==> src/rtl/host_port_pkg.sv <==
// Purpose: constants and carriers for the register port controller
// Assumes: 200 MHz clock, device pins sampled synchronously
// Notes:   timings are whole cycles of the 5 ns clock
`default_nettype none
package host_port_pkg;
	localparam int CLK_PERIOD_NS       = 5;
	localparam int RESET_PULSE_NS      = 100;
	localparam int RESET_CYCLES        =
		(RESET_PULSE_NS + CLK_PERIOD_NS - 1) / CLK_PERIOD_NS;
	localparam int STROBE_NS           = 40;
	localparam int STROBE_CYCLES       =
		(STROBE_NS + CLK_PERIOD_NS - 1) / CLK_PERIOD_NS;
	localparam int SETUP_NS            = 10;
	localparam int SETUP_CYCLES        =
		(SETUP_NS + CLK_PERIOD_NS - 1) / CLK_PERIOD_NS;
	localparam int ADDR_W              = 9;
	localparam int DATA_W              = 8;
	localparam int CNT_W               = 6;
	localparam logic [CNT_W-1:0] CNT_ZERO = 6'h00;
	localparam logic [CNT_W-1:0] CNT_ONE  = 6'h01;
	localparam logic [DATA_W-1:0] DATA_ZERO = 8'h00;
	localparam logic [ADDR_W-1:0] ADDR_ZERO = 9'h000;

	typedef struct packed {
		logic              write;
		logic [ADDR_W-1:0] addr;
		logic [DATA_W-1:0] wdata;
	} request_type;

	typedef struct packed {
		logic              valid;
		logic [DATA_W-1:0] rdata;
	} reply_type;

	typedef struct packed {
		logic              select_n;
		logic              read_n;
		logic              write_n;
		logic              latch_en;
		logic              reset_n;
		logic [ADDR_W-1:0] addr;
		logic [DATA_W-1:0] data_out;
		logic              data_oe;
	} pins_type;

	typedef enum logic [2:0] {
		ST_RESET = 3'h0,
		ST_PARK  = 3'h1,
		ST_IDLE  = 3'h2,
		ST_SETUP = 3'h3,
		ST_STROBE = 3'h4,
		ST_HOLD  = 3'h5
	} state_type;
endpackage : host_port_pkg
`default_nettype wire

==> src/rtl/irq_watch.sv <==
// Purpose: registers the open-drain interrupt line level
// Assumes: line pulled up outside; low means asserted
// Notes:   two flops so the level is stable for the controller
`default_nettype none
module irq_watch (
	// Clock and reset
	input  wire logic i_clk,
	input  wire logic i_reset_n,
	// Line
	input  wire logic i_irq_n,
	output var  logic o_irq
);
	typedef struct packed {
		logic stage;
		logic level;
	} watch_type;

	watch_type watch;
	watch_type next_watch;

	always_comb begin
		next_watch       = watch;
		next_watch.stage = ~i_irq_n;
		next_watch.level = watch.stage;
	end

	always_ff @(posedge i_clk or negedge i_reset_n) begin
		if (!i_reset_n) begin
			watch <= '0;
		end else begin
			watch <= next_watch;
		end
	end

	assign o_irq = watch.level;
endmodule : irq_watch
`default_nettype wire

==> src/rtl/host_register_port.sv <==
// Purpose: drives the device register port from a simple request port
// Assumes: device pins synchronous to i_clk, one request at a time
// Notes:   data bus split into in, out and enable
//          read data captured on the last strobe cycle
//          device reset request taken only when idle
//          interrupt line only watched, cleared by user writes
`default_nettype none
// Contract
// - Select held low during every access
// - Select driven high once after power-up
// - Select always driven, never tied
// - Read strobe pulsed low with address shown
// - Reset pin held low at least 100 ns
module host_register_port
	import host_port_pkg::*;
(
	// Clock and reset
	input  wire logic                       i_clk,
	input  wire logic                       i_reset_n,
	// Request side
	input  wire logic                       i_req_valid,
	input  wire host_port_pkg::request_type i_req,
	output var  logic                       o_req_ready,
	output var  host_port_pkg::reply_type   o_reply,
	input  wire logic                       i_dev_reset_req,
	output var  logic                       o_irq,
	// Device pins
	output var  logic                       o_unit_select_n,
	output var  logic                       o_read_strobe_n,
	output var  logic                       o_write_strobe_n,
	output var  logic                       o_addr_latch_en,
	output var  logic                       o_async_reset_n,
	output var  logic [ADDR_W-1:0]          o_addr,
	output var  logic [DATA_W-1:0]          o_data,
	output var  logic                       o_data_oe,
	input  wire logic [DATA_W-1:0]          i_data,
	input  wire logic                       i_irq_out_n
);
	import host_port_pkg::*;

	typedef struct packed {
		state_type         state;
		logic [CNT_W-1:0]  count;
		logic              write;
		pins_type          pins;
		logic              ready;
		reply_type         reply;
	} ctrl_type;

	// Phase lengths in whole clock cycles
	localparam logic [CNT_W-1:0] RESET_CNT  = CNT_W'(RESET_CYCLES);
	localparam logic [CNT_W-1:0] STROBE_CNT = CNT_W'(STROBE_CYCLES);
	localparam logic [CNT_W-1:0] SETUP_CNT  = CNT_W'(SETUP_CYCLES);

	// All controller state in one register
	ctrl_type ctrl;
	ctrl_type next_ctrl;
	logic     count_done;

	irq_watch u_irq_watch (
		.i_clk     (i_clk),
		.i_reset_n (i_reset_n),
		.i_irq_n   (i_irq_out_n),
		.o_irq     (o_irq)
	);

	// Counter at zero ends each timed phase
	assign count_done = (ctrl.count == CNT_ZERO);

	always_comb begin
		next_ctrl = ctrl;
		next_ctrl.reply.valid = 1'b0;
		if (!count_done) begin
			next_ctrl.count = ctrl.count - CNT_ONE;
		end
		case (ctrl.state)
			// Device held in reset, all strobes parked high
			ST_RESET: begin
				next_ctrl.ready         = 1'b0;
				next_ctrl.pins.reset_n  = 1'b0;
				next_ctrl.pins.select_n = 1'b1;
				next_ctrl.pins.read_n   = 1'b1;
				next_ctrl.pins.write_n  = 1'b1;
				next_ctrl.pins.latch_en = 1'b1;
				next_ctrl.pins.data_oe  = 1'b0;
				if (count_done) begin
					next_ctrl.pins.reset_n = 1'b1;
					next_ctrl.state        = ST_PARK;
					next_ctrl.count        = SETUP_CNT;
				end
			end

			// Select high after reset clears test modes
			ST_PARK: begin
				next_ctrl.pins.select_n = 1'b1;
				next_ctrl.pins.read_n   = 1'b1;
				next_ctrl.pins.write_n  = 1'b1;
				next_ctrl.pins.data_oe  = 1'b0;
				if (count_done) begin
					next_ctrl.state = ST_IDLE;
					next_ctrl.ready = 1'b1;
				end
			end

			// Device reset request wins over an access
			ST_IDLE: begin
				if (i_dev_reset_req) begin
					next_ctrl.ready         = 1'b0;
					next_ctrl.pins.reset_n  = 1'b0;
					next_ctrl.pins.select_n = 1'b1;
					next_ctrl.state         = ST_RESET;
					next_ctrl.count         = RESET_CNT;
				end else if (i_req_valid) begin
					next_ctrl.ready          = 1'b0;
					next_ctrl.write          = i_req.write;
					next_ctrl.pins.addr      = i_req.addr;
					next_ctrl.pins.latch_en  = 1'b1;
					next_ctrl.pins.data_out  = i_req.wdata;
					next_ctrl.pins.data_oe   = i_req.write;
					next_ctrl.pins.select_n  = 1'b0;
					next_ctrl.state          = ST_SETUP;
					next_ctrl.count          = SETUP_CNT;
				end
			end

			// Address and select settle before the strobe
			ST_SETUP: begin
				if (count_done) begin
					next_ctrl.pins.latch_en = 1'b0;
					next_ctrl.pins.read_n   = ctrl.write;
					next_ctrl.pins.write_n  = ~ctrl.write;
					next_ctrl.state         = ST_STROBE;
					next_ctrl.count         = STROBE_CNT;
				end
			end

			// Read data taken on the last strobe cycle
			ST_STROBE: begin
				if (count_done) begin
					if (!ctrl.write) begin
						next_ctrl.reply.rdata = i_data;
					end
					next_ctrl.pins.read_n  = 1'b1;
					next_ctrl.pins.write_n = 1'b1;
					next_ctrl.state        = ST_HOLD;
					next_ctrl.count        = SETUP_CNT;
				end
			end

			// Address and data held past the strobe edge
			ST_HOLD: begin
				next_ctrl.pins.read_n   = 1'b1;
				next_ctrl.pins.write_n  = 1'b1;
				if (count_done) begin
					next_ctrl.pins.select_n = 1'b1;
					next_ctrl.pins.data_oe  = 1'b0;
					next_ctrl.pins.latch_en = 1'b1;
					next_ctrl.reply.valid   = 1'b1;
					next_ctrl.ready         = 1'b1;
					next_ctrl.state         = ST_IDLE;
				end
			end

			// Unknown state: park pins and reset the device
			default: begin
				next_ctrl.ready         = 1'b0;
				next_ctrl.pins.select_n = 1'b1;
				next_ctrl.pins.read_n   = 1'b1;
				next_ctrl.pins.write_n  = 1'b1;
				next_ctrl.pins.data_oe  = 1'b0;
				next_ctrl.state         = ST_RESET;
				next_ctrl.count         = RESET_CNT;
			end
		endcase
	end

	always_ff @(posedge i_clk or negedge i_reset_n) begin
		if (!i_reset_n) begin
			// Device held in reset, strobes parked high
			ctrl.state         <= ST_RESET;
			ctrl.count         <= RESET_CNT;
			ctrl.write         <= 1'b0;
			ctrl.pins.select_n <= 1'b1;
			ctrl.pins.read_n   <= 1'b1;
			ctrl.pins.write_n  <= 1'b1;
			ctrl.pins.latch_en <= 1'b1;
			ctrl.pins.reset_n  <= 1'b0;
			ctrl.pins.addr     <= ADDR_ZERO;
			ctrl.pins.data_out <= DATA_ZERO;
			ctrl.pins.data_oe  <= 1'b0;
			ctrl.ready         <= 1'b0;
			ctrl.reply.valid   <= 1'b0;
			ctrl.reply.rdata   <= DATA_ZERO;
		end else begin
			ctrl <= next_ctrl;
		end
	end

	// Request side
	assign o_req_ready      = ctrl.ready;
	assign o_reply          = ctrl.reply;

	// Device pins, straight from the state register
	assign o_unit_select_n  = ctrl.pins.select_n;
	assign o_read_strobe_n  = ctrl.pins.read_n;
	assign o_write_strobe_n = ctrl.pins.write_n;
	assign o_addr_latch_en  = ctrl.pins.latch_en;
	assign o_async_reset_n  = ctrl.pins.reset_n;
	assign o_addr           = ctrl.pins.addr;
	assign o_data           = ctrl.pins.data_out;
	assign o_data_oe        = ctrl.pins.data_oe;
endmodule : host_register_port
`default_nettype wire

==> config.mk <==
export PLATFORM = sky130hd
export DESIGN_NAME = host_register_port
export DESIGN_NICKNAME = d
export VERILOG_FILES = /design/src/rtl/host_port_pkg.sv /design/src/rtl/irq_watch.sv /design/src/rtl/host_register_port.sv
export SDC_FILE = /design/constraint.sdc
export NUM_CORES = 1
export LEC_CHECK = 0
export ABC_CLOCK_PERIOD_IN_PS = 2300
export BUFFER_PORTS_ARGS = -buffer_cell sky130_fd_sc_hd__buf_2
export CAP_MARGIN = 10
export CORE_MARGIN = 4
export CORE_UTILIZATION = 35
export DETAILED_ROUTE_END_ITERATION = 7
export PLACE_DENSITY = 0.67
export SKIP_LAST_GASP = 1
export SYNTH_ARGS = -nofsm -noshare
export SYNTH_HDL_FRONTEND = slang
export SYNTH_SLANG_ARGS = --single-unit
==> constraint.sdc <==
create_clock -name i_clk -period 2.3 [get_ports i_clk]
set_clock_uncertainty 0.2 [all_clocks]
set_input_delay 0.46 -clock i_clk [delete_from_list [all_inputs] [get_ports i_clk]]
set_output_delay 0.46 -clock i_clk [all_outputs]
set_load 0.1 [all_outputs]
==> results by group, run 1 <==
Status
  • Status: finished clean

Synth
  • Synth area leaders: dfrtp_1 (43%), nand2_1 (8.8%), buf_4 (8.6%), dfstp_2 (7.0%), mux2_4 (5.3%)
  • Syn_nets: between 200 and 300
  • Synth top area share: 0.431
  • Synth Area in Compound Gates: 0.0923
  • Library cells used by synthesis: 45
  • Post-Synth Adder-Cell Area: 0.0110
  • Simple-gate portion of the synthesized area: 0.200
  • Post-synth EDFFs: 0
  • Average size of a mapped cell: just under 10 sq um
  • Syn Inst Count: 228
  • YS warnings: 0
  • Synth area leader: dfrtp_1
  • Asr flop ratio synth: 1.00
  • Primary FF master, synth: dfrtp_1
  • Multiplexer share of the synthesized area: 0.0624
  • Post-synthesis xor/xnor area fraction: 0.00773
  • Flops & latches, synth: 45
  • Largest family of logic cells by synthesized area: simple AND/OR/NAND/NOR gates
  • Register area share after synthesis: 0.501
  • Netlist Area Pre-Place: 2260 sq um

Critical path
  • Buf/Inv on CP: 2
  • Setup crit end: ctrl[34]$_DFF_PN0_
  • Register-to-Register Setup Slack: approximately 0.14 ns
  • Critical Setup Path Class: flip-flop to flip-flop
  • CP startpoint kind: flip-flop
  • Worst r2r path cells: 9
  • Worst setup path startpoint: ctrl[34]$_DFF_PN0_
  • Worst r2r dst: ctrl[34]$_DFF_PN0_
  • Critical path data required time: between 2 and 2.5 ns
  • CP max-delay cell: dfrtp_1
  • CP Cell Sequence: inv_1 > ha_2 > nor3b_4 > and2_4 > inv_4 > ha_1 > nor4_2 > a21oi_1 > o22ai_1
  • Reg2reg start: ctrl[34]$_DFF_PN0_
  • CP arrival: about 2.2 ns
  • Worst path top cell family by delay: simple AND/OR/NAND/NOR gates
  • Crit Path Max Fanout: 7
  • Crit. End Element: flip-flop
  • WP depth: 9
  • Crit-path max cell delay: ~0.39 ns

Detailed routing
  • Routed WL: between 4 and 5 mm
  • Antenna Nets Post-Route: 0
  • Via density per instance: about 4.7
  • DRT Pass-1 Iters: 4
  • Residual DRC: 0
  • Initial DRC count: 73
  • Routed vias: around 1.7k
  • Wire length per cell: about 13 microns

Final layout
  • Antenna Cells: 0
  • # nets final: between 300 and 400
  • P&R area growth vs syn: 15.0%
  • Final core utilization: 0.413
  • Layout cells sized above 1: 0.389

STA
  • Setup Viol. Count Final: 0
  • Fin. max-slew vios: 0
  • Period utilization: 0.938
  • Final Hold Fails: 0
  • Maximum clock rate: roughly 460 MHz
  • Slew @ Worst Pin: ~0.52 ns
  • Tmin final: 2.16 ns
  • Relative slew margins: 0.651

Clocking
  • Later-pin clock latency in the skew report: 0.30 ns
  • Root buffer cell: clkbuf_8
  • Number of clock sinks: 45
  • TritonCTS buffer count: 5
  • CTS max path bufs: 2
  • H-Tree Depth: 2
  • CTS tree: yes
  • Clk slew on worst S/H paths: 0.09 ns

Global route
  • Total gr overflow: 0
  • GRT Util Overall: 0.120
  • Vias in the first global route: roughly 1.5k
  • First-pass GRT wire length: roughly 7.4 mm
  • Initial antenna violation count: 0
  • Largest net degree at the start of global routing: 24

Placement
  • GPL Wtd Cong: between 0.8 and 0.9
  • Post-DP HPWL: between 3 and 4 mm
  • # port buffers: 64

Die
  • Die area: 7820 sq um
  • Die width: roughly 90 microns
  • Core ar.: roughly 6300 sq um
  • I/O Pins: 65
  • DIE HEIGHT: around 90 microns
  • Starting Density: 0.359
  • Row Count: 29

Flow run
  • Max Cap Viol: 0

Min path
  • Worst Hold Class: primary input to flip-flop
  • Hold path cells: 2
==> placed cells by master (no fill, tap or decap), types with 2 or more instances in the layout <==
cell and n:
a211oi_1 2, a21oi_1 12, a2bb2oi_1 3, buf_2 64, buf_4 9, clkbuf_8 5
dfrtp_1 39, dfstp_2 6, inv_1 6, mux2_4 8, nand2_1 53, nand2b_1 7
nand3_1 3, nor2_1 11, nor2b_1 4, nor3_1 3, o21ai_0 7, o22ai_1 2
or2_2 2
==> stage by stage <==
stage	setup TNS (ns)	hold WS, ns	std cells	worst slack, ns	cell area (sq um)
global placement	0	0.132	341	0.253	2480
finish	0	0.0892	352	0.144	2610
CTS	0	0.0804	350	0.122	2580
global route	-0.00917	0.0846	352	-0.00917	2610
floorplan	0	-0.0356	228	0.224	2260
detailed placement	0	0.135	341	0.144	2480
==> worst min path at each step <==
stage | to | from | slack [ns]
finish | u_irq_watch.next_watch[0]$_DFF_PN0_ | i_irq_out_n | 0.09
global route | u_irq_watch.next_watch[0]$_DFF_PN0_ | i_irq_out_n | 0.08
CTS | u_irq_watch.next_watch[0]$_DFF_PN0_ | i_irq_out_n | 0.08
detailed placement | u_irq_watch.o_irq$_DFF_PN0_ | u_irq_watch.next_watch[0]$_DFF_PN0_ | 0.13
global placement | u_irq_watch.o_irq$_DFF_PN0_ | u_irq_watch.next_watch[0]$_DFF_PN0_ | 0.13
floorplan | ctrl[33]$_DFFE_PN0P_ | i_reset_n | -0.04
==> kinds of logic (layout without fill, tap and decap cells) <==
| logic type | count (synthesis) | count (layout) |
|---|---|---|
| and+or+nand+nor | 93 | 93 |
| DFF | 45 | 45 |
| buffers and inverters | 42 | 89 |
| AOI/OAI and AO/OA | 34 | 34 |
| muxes | 10 | 10 |
| adders and majority gates | 2 | 2 |
| xor gates and xnor gates | 2 | 2 |
==> state kept, by name, summed over array words and instances, names as in the netlist, 8 cells and up <==
name / cells
ctrl: 10
o_addr: 9
o_reply: 9
o_data: 8
==> metal layers <==
metal  track usage  vias up  routed length [microns]
met1         0.163      782                     2050
met3        0.0307        6                      284
li1              -      816                        -
met5             0        -                        0
met2         0.190       52                     2140
met4        0.0371        0                       57
==> worst reg2reg max path, stage by stage, from the launching register on <==
cell,delay [ns]
dfrtp_1,0.39
inv_1,0.10
ha_2,0.19
nor3b_4,0.19
and2_4,0.20
inv_4,0.06
ha_1,0.30
nor4_2,0.26
a21oi_1,0.06
o22ai_1,0.14
==> Yosys cell counts (3+ instances only) <==
library cell	instances
a21oi_1	12
a2bb2oi_1	3
buf_2	3
buf_4	26
clkbuf_1	4
dfrtp_1	39
dfstp_2	6
inv_1	6
mux2_4	8
nand2_1	53
nand2b_1	7
nand3_1	3
nor2_1	11
nor2b_1	4
nor3_1	3
o21ai_0	7
==> final cells by class <==
class	count	area, sq um
Fill cell	655	3710
Sequential cell	45	1130
Multi-Input combinational cell	141	855
Timing Repair Buffer	74	398
Tap cell	77	96.3
Clock buffer	5	68.8
Inverter	7	28.8
Clock inverter	3	25.0
==> what timing repair did <==
item / 4_1_cts / 5_1_grt
gates resized for setup: 0 / 2
hold buffers: 1 / 0
setup buffers: 0 / 2
endpoints found under the setup margin: 0 / 1
hold endpoints to repair: 19 / 0
Power of run 1 is left out: the tool's default activity adds up to more than one toggle a clock period on the data nets, which glitch-free logic cannot reach.
==> run 2, diff against run 1 <==
--- a/config.mk
+++ b/config.mk
@@ -9,9 +9,9 @@
 export BUFFER_PORTS_ARGS = -buffer_cell sky130_fd_sc_hd__buf_2
 export CAP_MARGIN = 10
 export CORE_MARGIN = 4
-export CORE_UTILIZATION = 35
+export CORE_UTILIZATION = 51
 export DETAILED_ROUTE_END_ITERATION = 7
-export PLACE_DENSITY = 0.67
+export PLACE_DENSITY = 0.88
 export SKIP_LAST_GASP = 1
 export SYNTH_ARGS = -nofsm -noshare
 export SYNTH_HDL_FRONTEND = slang
==> run 2 against run 1 <==
Compared with the run above:
- via count rose by 0.66%
- sequential share of layout area rose by 0.61 points
- die area fell by 29%
- maximum frequency fell by 0.32%
- non-clock buffer count fell by 2
- design area fell by 1.4%
==> results by group, run 2 (synthesized netlist as in run 1, its figures left out) <==
Detailed routing
  • Antenna Nets Post-Route: 0
  • Residual DRC: 0
  • Wire length per cell: between 10 and 15 microns
  • Routed vias: approximately 1.7k
  • DRT Pass-1 Iters: 4
  • Routed WL: approximately 4.7 mm
  • Via density per instance: 5.16
  • Initial DRC count: 56

Final layout
  • Fin area: between 2000 and 3000 sq um
  • Commonest cells after routing, fill and taps aside: buf_2 (64), nand2_1 (53), dfrtp_1 (39), a21oi_1 (12), nor2_1 (11)
  • Fillers: approximately 350
  • Commonest non-fill, non-tap cell in the layout: buf_2
  • Largest Register: ctrl
  • Largest register FFs: 10
  • P&R area growth vs syn: 13.4%
  • Antenna Cells: 0
  • # nets final: ~300
  • Layout cells sized above 1: 0.381

Global route
  • Largest net degree at the start of global routing: 46
  • Vias in the first global route: ~1.7k
  • First-pass GRT wire length: 7.74 mm
  • Initial antenna violation count: 0
  • Total gr overflow: 0
  • GRT Util Overall: 0.181

Placement
  • # port buffers: between 60 and 70
  • DP Area: about 2400 sq um
  • Place WS: 0.179 ns
  • GPL Wtd Cong: roughly 0.93
  • Post-DP HPWL: 3.47 mm

Critical path
  • Register-to-Register Setup Slack: between 0.1 and 0.15 ns
  • Critical Setup Path Class: flip-flop to flip-flop
  • Crit Path Max Fanout: 7
  • Reg2reg start: ctrl[35]$_DFF_PN0_
  • Crit. End Element: flip-flop
  • Worst r2r path cells: 9
  • Worst setup path startpoint: ctrl[35]$_DFF_PN0_
  • CP arrival: 2.18 ns
  • Worst r2r dst: ctrl[34]$_DFF_PN0_
  • CP startpoint kind: flip-flop
  • Setup crit end: ctrl[34]$_DFF_PN0_
  • Critical path data required time: 2.32 ns

Clocking
  • CTS max path bufs: 2
  • H-Tree Depth: 2
  • Clk slew on worst S/H paths: 0.08 ns
  • TritonCTS buffer count: 5
  • CTS tree: yes
  • Hold_buf cts: 0
  • Later-pin clock latency in the skew report: 0.30 ns
  • Number of clock sinks: 45
  • Root buffer cell: clkbuf_8

STA
  • Maximum clock rate: 462 MHz
  • Relative slew margins: 0.629
  • Final worst slack: 0.137 ns
  • Setup TNS: 0 ns
  • Unrepaired setup endpoints after global routing: false
  • Tmin final: between 2 and 2.5 ns
  • Slew @ Worst Pin: between 0.5 and 0.6 ns
  • Setup Viol. Count Final: 0
  • Final Hold Fails: 0
  • Period utilization: 0.941
  • Fin. max-slew vios: 0

Die
  • I/O Pins: 65
  • Die width: 74.6 microns
  • Core ar.: around 4100 sq um
  • Starting Density: 0.546
  • Die area: 5570 sq um
  • Row Count: 23
  • DIE HEIGHT: between 70 and 80 microns

Min path
  • Worst Hold Class: primary input to asynchronous set/reset pin

Status
  • Status: finished clean

Flow run
  • Max Cap Viol: 0
[run 2: changes by cell type in the layout (fill, tap and decap cells not counted), sizes merged]
| cell | previous run | this run |
|---|---|---|
| buf | 73 | 72 |
| bufinv | 0 | 1 |
| clkbuf | 5 | 6 |
| clkinvlp | 1 | 0 |
| dlygate4sd3 | 1 | 0 |
| inv | 8 | 7 |
[run 2: through the flow]
stage,hold WS [ns],std cells,utilization
2_1_floorplan,-0.0356,228,-
3_3_place_gp,0.134,313,0.588
3_5_place_dp,0.153,313,0.588
4_1_cts,0.0440,321,0.615
5_1_grt,0.0812,323,0.620
6_report,0.0131,323,0.620
[run 2: worst max-delay path, stage by stage, from the launching register on]
cell and delay [ns]:
dfrtp_1 0.41, inv_1 0.06, ha_1 0.18, nor3b_4 0.20, and2_4 0.20, inv_4 0.05
ha_1 0.29, nor4_2 0.27, a21oi_1 0.06, o22ai_1 0.15
[run 2: final cells by class]
cell class                      instances  area [sq um]  share of cell area
Inverter                                7          28.8              0.0112
Clock buffer                            6          72.6              0.0283
Tap cell                               50          62.6              0.0244
Clock inverter                          2          38.8              0.0151
Timing Repair Buffer                   72           380               0.148
Multi-Input combinational cell        141           852               0.332
Sequential cell                        45          1130               0.441
[run 2: what timing repair did]
item	in CTS	in global routing
setup endpoints to repair	0	1
buffers inserted	0	2
gates resized for setup	0	1
[run 2: layer usage]
metal / up-vias / routed length [microns] / share of wire / global-route usage
met5: - / 0 / 0 / 0
met4: 0 / 106 / 0.022 / 0.0810
met3: 10 / 231 / 0.049 / 0.0320
met2: 50 / 2460 / 0.52 / 0.314
met1: 794 / 1930 / 0.41 / 0.220
li1: 813 / - / - / -
[run 2: how the worst min path moves through the flow]
stage | start | endpoint | slack [ns] | cells after the start
after floorplan | i_reset_n | ctrl[33]$_DFFE_PN0P_ | -0.04 | 0
after global placement | u_irq_watch.next_watch[0]$_DFF_PN0_ | u_irq_watch.o_irq$_DFF_PN0_ | 0.13 | 0
after detailed placement | u_irq_watch.next_watch[0]$_DFF_PN0_ | u_irq_watch.o_irq$_DFF_PN0_ | 0.15 | 0
after CTS | i_reset_n | ctrl[42]$_DFFE_PN0P_ | 0.04 | 2
after global routing | i_reset_n | ctrl[41]$_DFFE_PN0P_ | 0.08 | 2
final | i_reset_n | ctrl[35]$_DFF_PN0_ | 0.01 | 2
Power of run 2 is left out for the same reason.
==> run 3, diff against run 2 <==
--- a/config.mk
+++ b/config.mk
@@ -11,6 +11,7 @@
 export CORE_MARGIN = 4
 export CORE_UTILIZATION = 51
 export DETAILED_ROUTE_END_ITERATION = 7
+export GPL_TIMING_DRIVEN = 0
 export PLACE_DENSITY = 0.88
 export SKIP_LAST_GASP = 1
 export SYNTH_ARGS = -nofsm -noshare
==> run 3 against run 2 <==
Compared with the run above:
- maximum frequency rose by 0.36%
- flip-flop and latch count did not move
- final cell count rose by 9.0%
- hold slack improved by 0.083 ns
- clock-buffer cell count rose by 1
- utilization rose by 5.1 points
- global-route usage rose by 0.32 points
- first-iteration DRC count rose by 54%
- sequential share of layout area fell by 3.3 points
- register-to-register slack barely moved
- design area rose by 8.2%
==> results by group, run 3 (synthesized netlist as in run 1, its figures left out) <==
Clocking
  • Later-pin clock latency in the skew report: 0.29 ns
  • CTS tree: yes
  • Clk slew on worst S/H paths: about 0.09 ns
  • H-Tree Depth: 2
  • Root buffer cell: clkbuf_8
  • CTS max path bufs: 2
  • TritonCTS buffer count: 5
  • Number of clock sinks: 45

Final layout
  • Antenna Cells: 0
  • Fin area: 2780 sq um
  • Commonest cells after routing, fill and taps aside: buf_2 (67), nand2_1 (53), dfrtp_1 (39), buf_4 (28), a21oi_1 (12)
  • Layout cells sized above 1: 0.437
  • Largest register FFs: 10
  • Commonest non-fill, non-tap cell in the layout: buf_2
  • P&R area growth vs syn: 22.7%
  • # nets final: between 300 and 400
  • Largest Register: ctrl

STA
  • Tmin final: about 2.2 ns
  • Fin. max-slew vios: 0
  • Relative slew margins: 0.363
  • Slew @ Worst Pin: approximately 0.96 ns
  • Maximum clock rate: approximately 460 MHz
  • Period utilization: 0.937
  • Final worst slack: ~0.14 ns
  • Final Hold Fails: 0
  • Setup Viol. Count Final: 0

Die
  • Row Count: 23
  • Starting Density: 0.546
  • Die width: roughly 75 microns
  • DIE HEIGHT: between 70 and 80 microns
  • Core ar.: slightly above 4000 sq um
  • Die area: ~5600 sq um
  • I/O Pins: between 60 and 70

Global route
  • Initial antenna violation count: 0
  • Vias in the first global route: between 1.5k and 2k
  • Total gr overflow: 0
  • GRT Util Overall: 0.184
  • First-pass GRT wire length: between 7 and 8 mm
  • Largest net degree at the start of global routing: 46

Detailed routing
  • Routed WL: 4.93 mm
  • Wire length per cell: approximately 14 microns
  • DRT Pass-1 Iters: 4
  • Residual DRC: 0
  • Antenna Nets Post-Route: 0
  • Routed vias: 1783
  • Initial DRC count: 86
  • Via density per instance: between 5 and 6

Critical path
  • Critical path data required time: roughly 2.3 ns
  • CP startpoint kind: flip-flop
  • Crit Path Max Fanout: 7
  • Most frequent CP cell: ha_4
  • CP Cell Sequence: inv_2 > ha_4 > nor3b_4 > and2_4 > inv_4 > ha_4 > nor4_2 > a21oi_1 > o22ai_1
  • Crit. End Element: flip-flop
  • Critical Setup Path Class: flip-flop to flip-flop
  • CP arrival: 2.16 ns
  • Buf/Inv on CP: 2
  • Worst path top cell family by delay: simple AND/OR/NAND/NOR gates
  • CP max-delay cell: dfrtp_1
  • Crit-path max cell delay: about 0.39 ns

Placement
  • Place WS: -0.0200 ns
  • Post-DP HPWL: roughly 3.5 mm
  • GPL Wtd Cong: approximately 0.87
  • # port buffers: 64
  • DP Area: 2650 sq um

Status
  • Status: finished clean

Flow run
  • Max Cap Viol: 0

Min path
  • Worst Hold Class: primary input to flip-flop
run 3: cell types whose count changed in the layout (fill, tap and decap cells not counted), moves of 2 or more:
cell,delta
ha_4,+2
buf_2,+3
clkbuf_1,+5
buf_4,+20
inv_1,-2
ha_1,-2
inv_2,+2
run 3: routing by layer:
layer,part of all wire,vias up,global-route usage
li1,-,872,-
met1,0.41,851,0.222
met2,0.52,50,0.316
met3,0.050,10,0.0401
met4,0.020,0,0.0830
met5,0,-,0
run 3: path summary, 6_finish.rpt:
kind / start / end / slack [ns] / depth (start not counted)
worst min-delay path: i_irq_out_n / u_irq_watch.next_watch[0]$_DFF_PN0_ / 0.1 / 2
worst max register to register: ctrl[34]$_DFF_PN0_ / ctrl[34]$_DFF_PN0_ / 0.14 / 9
worst max-delay path: ctrl[34]$_DFF_PN0_ / ctrl[34]$_DFF_PN0_ / 0.14 / 9
min in group asynchronous: i_reset_n / o_data_oe$_DFFE_PN0P_ / 0.11 / 1
max in group asynchronous: i_reset_n / o_req_ready$_DFFE_PN0P_ / 1.19 / 1
worst min register to register: u_irq_watch.next_watch[0]$_DFF_PN0_ / u_irq_watch.o_irq$_DFF_PN0_ / 0.16 / 0
run 3: through the flow:
step | TNS [ns] | std cells | utilization | hold slack, ns
floorplan | 0 | 228 | - | -0.0356
global placement | 0 | 342 | 0.639 | 0.133
detailed placement | -0.0200 | 342 | 0.639 | 0.136
CTS | 0 | 351 | 0.661 | 0.0866
global route | -0.0472 | 352 | 0.671 | 0.0940
finish | 0 | 352 | 0.671 | 0.0960
run 3: timing repair:
item                       CTS  global route
cloned                       0             0
setup endpoints to repair    1             1
buffers inserted             1             1
hold buffers                 0             0
pin swaps                    0             3
resized for setup            0             6
run 3: area by class of cell:
| class | count | area [sq um] |
|---|---|---|
| Fill cell | 315 | 1370 |
| Sequential cell | 45 | 1130 |
| Multi-Input combinational cell | 141 | 877 |
| Timing Repair Buffer | 66 | 335 |
| Buffer | 35 | 256 |
| Clock buffer | 7 | 76.3 |
| Tap cell | 50 | 62.6 |
| Inverter | 7 | 28.8 |
| Clock inverter | 1 | 8.76 |
Power of run 3 is left out for the same reason.
